[config.mk]
export PLATFORM = sky130hd
export DESIGN_NAME = scmc_top
export DESIGN_NICKNAME = d
export VERILOG_FILES = /design/src/scmc_pkg.sv /design/src/scmc_channel_regs.sv /design/src/scmc_top.sv
export VERILOG_INCLUDE_DIRS = /design/src /design/src/src
export SDC_FILE = /design/constraint.sdc
export NUM_CORES = 1
export LEC_CHECK = 0
export BUFFER_PORTS_ARGS = -buffer_cell sky130_fd_sc_hd__buf_2
export CAP_MARGIN = 20
export CORE_UTILIZATION = 45
export DETAILED_ROUTE_END_ITERATION = 10
export PLACE_DENSITY = 0.82
export REMOVE_ABC_BUFFERS = 1
export SETUP_SLACK_MARGIN = 0.02
export SLEW_MARGIN = 15
export SYNTH_ARGS = -nofsm -noshare
export SYNTH_HDL_FRONTEND = slang
export SYNTH_SLANG_ARGS = --single-unit
[constraint.sdc]
create_clock -name core_clk -period 1.25 [get_ports core_clk]
set_input_delay 0.125 -clock core_clk [delete_from_list [all_inputs] [get_ports core_clk]]
set_output_delay 0.125 -clock core_clk [all_outputs]
set_load 0.01 [all_outputs]
[src/scmc_params.svh]
// Purpose: Constants for the serial channel mode configuration bank
// Assumes: 8-bit register port, byte addresses as printed
// Notes:   Definitions only
`ifndef SCMC_PARAMS_SVH
`define SCMC_PARAMS_SVH

// ----------------------------------------
// Register byte addresses
// ----------------------------------------
`define SCMC_ADDR_W           20
`define SCMC_MODE_LOW_CH0     20'hf_0110
`define SCMC_MODE_LOW_CH1     20'hf_0112
`define SCMC_COMM_LOW_CH0     20'hf_0118
`define SCMC_COMM_HIGH_CH0    20'hf_0119
`define SCMC_COMM_LOW_CH1     20'hf_011a
`define SCMC_COMM_HIGH_CH1    20'hf_011b

// ----------------------------------------
// Reset values and fixed-bit masks
// ----------------------------------------
`define SCMC_MODE_LOW_RST     8'h20
`define SCMC_COMM_LOW_RST     8'h87
`define SCMC_COMM_HIGH_RST    8'h00
`define SCMC_MODE_LOW_FIX1    8'h20
`define SCMC_COMM_LOW_FIX1    8'h06
// Writable masks per channel; high setting byte mask shared by both
`define SCMC_MODE_LOW_WM_CH0  8'h03
`define SCMC_MODE_LOW_WM_CH1  8'h43
`define SCMC_COMM_LOW_WM_CH0  8'hb1
`define SCMC_COMM_LOW_WM_CH1  8'h91
`define SCMC_COMM_HIGH_WM     8'hf7

// ----------------------------------------
// Field positions
// ----------------------------------------
`define SCMC_B_RX_INV         6
`define SCMC_B_PROTO          1
`define SCMC_B_IRQ_SRC        0
`define SCMC_B_TXE            7
`define SCMC_B_RXE            6
`define SCMC_B_DAP            5
`define SCMC_B_CKP            4
`define SCMC_B_EOC            2
`define SCMC_B_PTC_H          1
`define SCMC_B_PTC_L          0
`define SCMC_B_DIR            7
`define SCMC_B_SLC_H          5
`define SCMC_B_SLC_L          4
`define SCMC_B_DLS            0

`endif

[src/scmc_pkg.sv]
// Purpose: Types for the serial channel mode configuration bank
// Assumes: Constants live in scmc_params.svh
// Notes:   Decoded per-channel configuration travels as one struct
package scmc_pkg;

  typedef enum logic [3:0] {
    SCMC_XFER_OFF  = 4'b0001,
    SCMC_XFER_RX   = 4'b0010,
    SCMC_XFER_TX   = 4'b0100,
    SCMC_XFER_TRX  = 4'b1000
  } scmc_xfer_t;

  typedef enum logic [3:0] {
    SCMC_PAR_NONE  = 4'b0001,
    SCMC_PAR_ZERO  = 4'b0010,
    SCMC_PAR_EVEN  = 4'b0100,
    SCMC_PAR_ODD   = 4'b1000
  } scmc_parity_t;

  typedef struct packed {
    logic         uart_mode;
    logic         buf_empty_irq;
    logic         rx_level_invert;
    scmc_xfer_t   xfer;
    logic [2:0]   phase_type;
    logic         error_irq_enable;
    scmc_parity_t parity;
    logic         lsb_first;
    logic [1:0]   stop_bits;
    logic         stop_illegal;
    logic         data_8bit;
  } scmc_cfg_t;

  typedef struct packed {
    logic [7:0] mode_low;
    logic [7:0] comm_low;
    logic [7:0] comm_high;
  } scmc_regs_t;

endpackage

[src/scmc_channel_regs.sv]
// Purpose: One channel's configuration registers and field decode
// Assumes: Synchronous byte writes, writable masks from the top
// Notes:   Fixed bits are forced, never stored
`timescale 1ns/1ns
`default_nettype none
`include "scmc_params.svh"

module scmc_channel_regs #(
  parameter logic [7:0] MODE_WM = `SCMC_MODE_LOW_WM_CH0,
  parameter logic [7:0] COMM_WM = `SCMC_COMM_LOW_WM_CH0
) (
  input  wire logic               core_clk,
  input  wire logic               rst_n,
  input  wire logic               wr_mode_low,
  input  wire logic               wr_comm_low,
  input  wire logic               wr_comm_high,
  input  wire logic [7:0]         wdata,
  output var  scmc_pkg::scmc_regs_t regs,
  output var  scmc_pkg::scmc_cfg_t  cfg
);

  logic [7:0] mode_low_reg;
  logic [7:0] comm_low_reg;
  logic [7:0] comm_high_reg;

  // ----------------------------------------
  // Storage
  // ----------------------------------------
  always_ff @(posedge core_clk or negedge rst_n)
  begin
    if (!rst_n)
    begin
      mode_low_reg  <= `SCMC_MODE_LOW_RST & MODE_WM;
      comm_low_reg  <= `SCMC_COMM_LOW_RST & COMM_WM;
      comm_high_reg <= `SCMC_COMM_HIGH_RST;
    end
    else
    begin
      // Each byte has its own strobe
      if (wr_mode_low)
        mode_low_reg <= wdata & MODE_WM;
      if (wr_comm_low)
        comm_low_reg <= wdata & COMM_WM;
      if (wr_comm_high)
        comm_high_reg <= wdata & `SCMC_COMM_HIGH_WM;
    end
  end

  always_comb
  begin
    regs.mode_low  = mode_low_reg | `SCMC_MODE_LOW_FIX1;
    regs.comm_low  = comm_low_reg | `SCMC_COMM_LOW_FIX1;
    regs.comm_high = comm_high_reg;
  end

  // ----------------------------------------
  // Field decode
  // ----------------------------------------
  always_comb
  begin
    cfg.uart_mode       = mode_low_reg[`SCMC_B_PROTO];
    cfg.buf_empty_irq   = mode_low_reg[`SCMC_B_IRQ_SRC];
    // Inversion only means something in UART mode
    cfg.rx_level_invert = mode_low_reg[`SCMC_B_RX_INV]
                          & mode_low_reg[`SCMC_B_PROTO];
    unique case ({comm_high_reg[`SCMC_B_TXE], comm_high_reg[`SCMC_B_RXE]})
      2'b00:   cfg.xfer = scmc_pkg::SCMC_XFER_OFF;
      2'b01:   cfg.xfer = scmc_pkg::SCMC_XFER_RX;
      2'b10:   cfg.xfer = scmc_pkg::SCMC_XFER_TX;
      2'b11:   cfg.xfer = scmc_pkg::SCMC_XFER_TRX;
    endcase
    // Type 1..4 from data phase and polarity
    cfg.phase_type = {1'b0, comm_high_reg[`SCMC_B_DAP], comm_high_reg[`SCMC_B_CKP]}
                     + 3'd1;
    cfg.error_irq_enable = comm_high_reg[`SCMC_B_EOC];
    unique case (comm_high_reg[`SCMC_B_PTC_H:`SCMC_B_PTC_L])
      2'b00:   cfg.parity = scmc_pkg::SCMC_PAR_NONE;
      2'b01:   cfg.parity = scmc_pkg::SCMC_PAR_ZERO;
      2'b10:   cfg.parity = scmc_pkg::SCMC_PAR_EVEN;
      2'b11:   cfg.parity = scmc_pkg::SCMC_PAR_ODD;
    endcase
    cfg.lsb_first    = comm_low_reg[`SCMC_B_DIR];
    cfg.stop_bits    = comm_low_reg[`SCMC_B_SLC_H:`SCMC_B_SLC_L];
    cfg.stop_illegal = &comm_low_reg[`SCMC_B_SLC_H:`SCMC_B_SLC_L];
    cfg.data_8bit    = comm_low_reg[`SCMC_B_DLS];
  end

endmodule
`default_nettype wire

[src/scmc_top.sv]
// Purpose: Two-channel serial mode and communication setting registers
// Assumes: 8-bit synchronous register port, one access per cycle
// Notes:   Outputs feed the shift engine and interrupt routing
//
// How it works
// - Protocol select bit: 0 clocked synchronous, 1 UART.
// - Interrupt source: 0 transfer end, 1 buffer empty on buffer-to-shift move.
// - UART receive inversion: 0 falling start edge as is, 1 rising edge inverted.
// - Receive inversion bit exists at bit 6 of channel 1 only.
// - Mode low resets to 20H; bit 5 fixed 1, other undefined bits 0.
// - Communication setting resets high byte 00H, low byte 87H.
// - Setting bytes written by single 8-bit accesses, each byte addressed.
// - Transmit/receive enables: off, receive, transmit, both.
// - Data phase and polarity pick one of four synchronous phase types.
// - Error enable 0 masks error irq; 1 raises it and masks receive end.
// - Low setting bits 2 and 1 fixed 1; other undefined bits 0.
// - Upper stop-bit select exists on channel 0 only.
// - Parity: none, zero bit unchecked, even, odd.
// - Bit order: 0 MSB first, 1 LSB first.
// - Stop bits: none, one, two on channel 0, 11 prohibited.
// - Data length: 0 seven bits, 1 eight bits.
`timescale 1ns/1ns
`default_nettype none
`include "scmc_params.svh"

module scmc_top #(
  parameter int NCH = 2
) (
  input  wire logic                        core_clk,
  input  wire logic                        rst_n,
  input  wire logic [`SCMC_ADDR_W-1:0]     reg_addr,
  input  wire logic                        reg_wr,
  input  wire logic                        reg_rd,
  input  wire logic [7:0]                  reg_wdata,
  input  wire logic [NCH-1:0]              channel_running_flag,
  input  wire logic [NCH-1:0]              rx_error_event,
  input  wire logic [NCH-1:0]              rx_done_event,
  output logic      [7:0]                  reg_rdata,
  output logic                             reg_rvalid,
  output scmc_pkg::scmc_cfg_t [NCH-1:0]    chan_cfg,
  output logic      [NCH-1:0]              error_interrupt,
  output logic      [NCH-1:0]              receive_end_interrupt,
  output logic      [NCH-1:0]              cfg_write_while_running
);

  scmc_pkg::scmc_regs_t [NCH-1:0] regs;
  scmc_pkg::scmc_cfg_t  [NCH-1:0] cfg;
  logic [7:0]                     rdata_next;

  // ----------------------------------------
  // Address decode
  // ----------------------------------------
  function automatic logic hit(input logic [`SCMC_ADDR_W-1:0] a,
                               input logic [`SCMC_ADDR_W-1:0] b);
    hit = (a == b);
  endfunction

  function automatic logic [`SCMC_ADDR_W-1:0] addr_of(input int ch, input int kind);
    logic [`SCMC_ADDR_W-1:0] base;
    base = `SCMC_MODE_LOW_CH0;
    unique case (kind)
      0:       base = (ch == 0) ? `SCMC_MODE_LOW_CH0  : `SCMC_MODE_LOW_CH1;
      1:       base = (ch == 0) ? `SCMC_COMM_LOW_CH0  : `SCMC_COMM_LOW_CH1;
      default: base = (ch == 0) ? `SCMC_COMM_HIGH_CH0 : `SCMC_COMM_HIGH_CH1;
    endcase
    addr_of = base;
  endfunction

  // ----------------------------------------
  // Channels
  // ----------------------------------------
  genvar g;
  generate
    for (g = 0; g < NCH; g++)
    begin : gen_ch
      logic wr_ml;
      logic wr_cl;
      logic wr_ch;
      assign wr_ml = reg_wr && hit(reg_addr, addr_of(g, 0));
      assign wr_cl = reg_wr && hit(reg_addr, addr_of(g, 1));
      assign wr_ch = reg_wr && hit(reg_addr, addr_of(g, 2));

      scmc_channel_regs #(
        .MODE_WM ((g == 1) ? `SCMC_MODE_LOW_WM_CH1 : `SCMC_MODE_LOW_WM_CH0),
        .COMM_WM ((g == 0) ? `SCMC_COMM_LOW_WM_CH0 : `SCMC_COMM_LOW_WM_CH1)
      ) u_regs (
        .core_clk     (core_clk),
        .rst_n        (rst_n),
        .wr_mode_low  (wr_ml),
        .wr_comm_low  (wr_cl),
        .wr_comm_high (wr_ch),
        .wdata        (reg_wdata),
        .regs         (regs[g]),
        .cfg          (cfg[g])
      );

      // Flags a software slip; the write still lands
      always_ff @(posedge core_clk or negedge rst_n)
      begin
        if (!rst_n)
          cfg_write_while_running[g] <= 1'b0;
        else
          cfg_write_while_running[g] <= (wr_cl | wr_ch) & channel_running_flag[g];
      end

      // Error routing: enable steals receive end on errored frames
      always_ff @(posedge core_clk or negedge rst_n)
      begin
        if (!rst_n)
        begin
          error_interrupt[g]       <= 1'b0;
          receive_end_interrupt[g] <= 1'b0;
        end
        else
        begin
          error_interrupt[g]       <= rx_error_event[g] & cfg[g].error_irq_enable;
          receive_end_interrupt[g] <= rx_done_event[g]
                                      & ~(rx_error_event[g] & cfg[g].error_irq_enable);
        end
      end
    end
  endgenerate

  // ----------------------------------------
  // Configuration outputs
  // ----------------------------------------
  always_ff @(posedge core_clk or negedge rst_n)
  begin
    if (!rst_n)
      chan_cfg <= '0;
    else
      chan_cfg <= cfg;
  end

  // ----------------------------------------
  // Read path
  // ----------------------------------------
  // Unmapped addresses read zero; reads change nothing
  always_comb
  begin
    rdata_next = 8'h00;
    for (int c = 0; c < NCH; c++)
    begin
      if (hit(reg_addr, addr_of(c, 0)))
        rdata_next = regs[c].mode_low;
      if (hit(reg_addr, addr_of(c, 1)))
        rdata_next = regs[c].comm_low;
      if (hit(reg_addr, addr_of(c, 2)))
        rdata_next = regs[c].comm_high;
    end
  end

  always_ff @(posedge core_clk or negedge rst_n)
  begin
    if (!rst_n)
    begin
      reg_rdata  <= 8'h00;
      reg_rvalid <= 1'b0;
    end
    else
    begin
      reg_rvalid <= reg_rd;
      if (reg_rd)
        reg_rdata <= rdata_next;
    end
  end

endmodule
`default_nettype wire

# --- Yosys cells after proc, flatten, opt, wreduce, memory -nomap -nowiden ---
# Cells that the tools add are included.
totals:
  ff_bits: 78
  ram_bits: 0
  wordCells: 86
  input_bits: 38
  latchBits: 0
  mem_count: 0
  output_inout_bits: 55
  romBits: 0
classes:
  order_cmp: 0
  n_addsub: 2
  n_bitwise: 11
  n_mux: 10
  n_reduce_logical: 11
  multipliers: 0
  n_shift: 0
  n_div: 0
  n_eq_ne: 18
ops:
  columns: ["operator", "n"]
  rows:
  - ["equality test 20 bit, second input constant", 6]
  - ["one-hot mux 4 bit (4 select lines)", 4]
  - ["two-way mux 8 bit", 5]
  - ["equality test 2 bit, second input constant", 8]
  - ["equality test 2 x 1 -> 1 bit, second input constant", 4]
  - ["logical NOT 2 bit", 4]
  - ["AND 1 bit", 7]
  - ["adder 2 x 1 -> 3 bit, second input constant", 2]
  - ["logical AND 1 bit", 6]
  - ["two-way mux 6 bit", 1]
  - ["NOT 1 bit", 2]
  - ["bitwise OR 1 bit", 2]
  - ["AND reduction 2 bit", 1]

# --- Depth between registers and ports, before layout ---
depth:
  word_depth: 7
  mapped_depth: 5
  mapped_depth_nobuf: 4

# --- Hierarchy ---
# From an unflattened synthesis, not the netlist that was laid out.
unflattened:
  hier_cells: 308
  area_unflattened_um2: 3757.4
by_module_without_submodules:
  columns: ["module", "area_each_um2", "seq_area_each_um2", "instances", "cells_per_inst"]
  rows:
  - ["scmc_top", 2298.5, 1376.3, 1, 190]
  - ["scmc_channel_regs", 729.4, 327.8, 2, 59]

# --- Worst setup path after synthesis ---
# OpenSTA, ideal clock, no wires.
synth_path:
  path_kind: "input-to-reg"
  from: "input reg_addr[5]"
  to: "register gen_ch[0].u_regs.comm_high_reg[1]"
  path_buffers: 0
  setup_slack_ns: -0.355
  required_ns: 1.125
  arrival_time_ns: 1.480
  setup_time_ns: 0.125
  path_stages: 4
  cell_sequence: "nor4b_2 > nand2_2 > nor4_4 > mux2_2"
synth_via:
  elab_chain_cells: 2
synth_rtl:
  columns: ["item", "line", "rtl"]
  rows:
  - ["start, declared", "scmc_top.sv:31", "input wire logic [`SCMC_ADDR_W-1:0] reg_addr,"]
  - ["equality test 20 bit", "scmc_top.sv:55", "hit = (a == b);"]
  - ["logical AND 1 bit", "scmc_top.sv:81", "assign wr_ch = reg_wr && hit(reg_addr, addr_of(g, 2));"]
  - ["end signal, assigned", "scmc_channel_regs.sv:35", "comm_high_reg <= `SCMC_COMM_HIGH_RST;"]
  - ["end signal, assigned", "scmc_channel_regs.sv:45", "comm_high_reg <= wdata & `SCMC_COMM_HIGH_WM;"]
  - ["end, declared", "scmc_channel_regs.sv:24", "logic [7:0] comm_high_reg;"]
# No other way between the ends.
# A chain may end at the register's enable or synchronous reset.

# --- Worst setup path in the final report ---
layout_path:
  from: "input reg_addr[11]"
  to: "register gen_ch[1].u_regs.comm_low_reg[4]"
layout_via:
  elab_chain_cells: 2
layout_rtl:
  columns: ["item", "line", "rtl"]
  rows:
  - ["equality test 20 bit", "scmc_top.sv:55", null]
  - ["logical AND 1 bit", "scmc_top.sv:80", "assign wr_cl = reg_wr && hit(reg_addr, addr_of(g, 1));"]
  - ["end signal, assigned", "scmc_channel_regs.sv:34", "comm_low_reg <= `SCMC_COMM_LOW_RST & COMM_WM;"]
  - ["end signal, assigned", "scmc_channel_regs.sv:43", "comm_low_reg <= wdata & COMM_WM;"]
  - ["end, declared", "scmc_channel_regs.sv:23", "logic [7:0] comm_low_reg;"]
# No other way between the ends.

==> impl_results.md <==
* Clock buffer depth at 2
* Ratio of cells with drive above 1 in the final layout at 54.2%
* Area Growth Syn to Fin at 40.9%
* CTS Buf Count at 9
* Crit Path Class: in -> reg
* Mean post-synth cell area at about 14 um2
* Critical Path Source Type: input pin
* Worst r2r src: gen_ch[0].u_regs.comm_high_reg[0]$_DFFE_PN0P_
* GR Overflow Total at 0
* Vias per inst at slightly above 5
* Critical path arrival at 1.66 ns
* Final instance area at 4200 um2
* Routed Antenna Nets at 0
* Setup ws final at -0.176 ns
* Peak VDD IR at 1.04 mV
* Top-area cell type share of the netlist area at 61.3%
* Status: finished with violations
* Detailed-route via count at between 2000 and 2500
* Max-Cap Viols at 0
* WL final at 6860 um
* Slew Viols, Final at 0
* Setup Skew at approximately 0.0067 ns
* Worst-path fanout max at 4
* Flip-flop and latch count after synthesis at 77
* Most frequent cells in the layout: buf_2, dfrtp_1, buf_4
* Wirelength per Cell at 16.2 um
* Netlist cell types at 34
* Critical path startpoint: reg_addr[11]
* Crit. End Element: flop
* Clk slew on worst S/H paths at approximately 0.070 ns
* Hold path start: rx_error_event[0]
* Drc violations at 0
* Post-Syn Area at roughly 3000 um2
* RSZ-0062 raised after global routing: yes
* Max reg flops at 37
* Post-Synthesis Cells at around 210
* Initial antenna violation count at 0
* Io pins at 93
* Largest net degree at the start of global routing at 40
* Fin crit period at 1.43 ns
* Number of H-tree levels at 3
* Warnings from Yosys at 0
* Chip Width at 83.4 um
* Ys async rst share at 100%
* Fill count at 479
* Port-buffer cells at 87
* Global-route wire length before repair at 11000 um
* CTS tree: yes
* Initial drt markers at between 150 and 200
* Clock latency on the worst-skew pair at 0.35 ns
* CTS Root Buffer Type: clkbuf_8
* Register area share after synthesis at between 60 and 70%
* Min-Delay Path Class: in -> reg
* Core Footprint at 6390 um2
* Power per standard cell area at 1150 nW/um2
* Final Hold Violating Endpoints at 0
* Dpl hpwl at 4710 um
* WHS at 0.0141 ns
* Vias in the first global route at ~2200
* Diodes inserted at 0
* Final setup fails at 27
* Cell Rows at 29
* GPL Wtd Cong at 0.833
* EDFF count, synth at 0
* Die outline area at approximately 7000 um2
* Failing checks: negative setup slack
* Synth top area cells: dfrtp_1, mux2_2, dfstp_2
* Pleak at approximately 2.2 nW
* Most common cell after layout, fill and taps aside: buf_2
* Sink Count at a little under 80
* Achievable frequency at approximately 700 MHz
* Fin crit share at 114%
* CP required at 1.49 ns
* Initial core utilization at a little under half
* Total negative slack at -2.44 ns
* Nets at 382
* Die height at 83.4 um
* Top_reg_cell synth: dfrtp_1
* Overall Global Routing Usage at 20.8%
* Area leader, netlist: dfrtp_1
* Placed cell areas at 3730 um2
* Detailed Routing Iterations Pass 1 at 4
cell families after synthesis:
group	synth area share [%]
flops	64.8
simple gates	14.6
mux	13.4
buf+inv	2.64
compound gates	3.61
fa+ha+maj	0.839
other cells	0.126
repair_timing:
action / CTS / global route
endpoints found under the setup margin: 27 / 29
pin swaps: 6 / 8
hold buffers: 3 / 0
gates resized for setup: 32 / 8
endpoints found under the hold margin: 67 / 0
buffers inserted: 2 / 4
cloned: 0 / 0
metal layers:
| layer | track usage, % | vias up | part of all wire, % |
|---|---|---|---|
| li1 | - | 992 | - |
| met5 | 0 | - | 0 |
| met4 | 8.93 | 0 | 1.8 |
| met2 | 33.3 | 81 | 50 |
| met1 | 26.9 | 1089 | 43 |
| met3 | 5.37 | 11 | 5.5 |
report_power, final:
part           switching (W)  total [W]  internal [W]
Combinational       0.000161   0.000277      0.000116
Clock               0.000848    0.00207       0.00123
Sequential       0.000000998    0.00250       0.00250
through the flow:
stage | utilization, % | power, W | worst slack [ns] | std cells
after floorplan | - | 0.00260 | -0.355 | 204
final | 65.8 | 0.00485 | -0.176 | 424
after detailed placement | 58.3 | 0.00279 | -0.531 | 399
after global placement | 58.3 | 0.00279 | -0.493 | 399
after global routing | 65.8 | 0.00503 | -0.233 | 424
after CTS | 64.8 | 0.00490 | -0.0836 | 420
path summary, 6_finish.rpt:
path                                                                     end  slack [ns]  depth (start not counted)
worst max-delay path            gen_ch[1].u_regs.comm_low_reg[4]$_DFFE_PN0N_       -0.18                          7
worst min-delay path                            error_interrupt[0]$_DFF_PN0_        0.01                          2
worst max register to register                      reg_rdata[0]$_DFFE_PN0P_        0.08                          4
worst min register to register                        chan_cfg[18]$_DFF_PN0_        0.41                          0
max in group asynchronous       gen_ch[1].u_regs.comm_low_reg[0]$_DFFE_PN1N_        0.51                          3
min in group asynchronous                       error_interrupt[1]$_DFF_PN0_        0.19                          2
cell usage after synthesis, types with 5 or more instances:
library cell,count
mux2_2,25
nor2_1,8
nand3_1,5
mux2i_1,5
and2_1,9
nor3_1,5
nor2b_1,12
dfrtp_1,73
inv_1,9
o22ai_1,6
nand2_1,9
critical path, cell delays in order:
cell and delay (ns):
buf_6 0.10, nor4b_4 0.37, nand3_4 0.15, buf_4 0.18, nor4_2 0.22, buf_4 0.21
mux2_4 0.30
layout make-up:
type / instances / area, um2 / area share [%]
timing repair buffer: 127 / 798 / 19.0
clock inverter: 4 / 70.1 / 1.67
sequential: 77 / 1930 / 46.0
tap: 77 / 96.3 / 2.29
multi-input combinational: 118 / 1110 / 26.5
inverter: 9 / 33.8 / 0.804
clock buffer: 12 / 155 / 3.69
(Power assumes the default switching activity.)
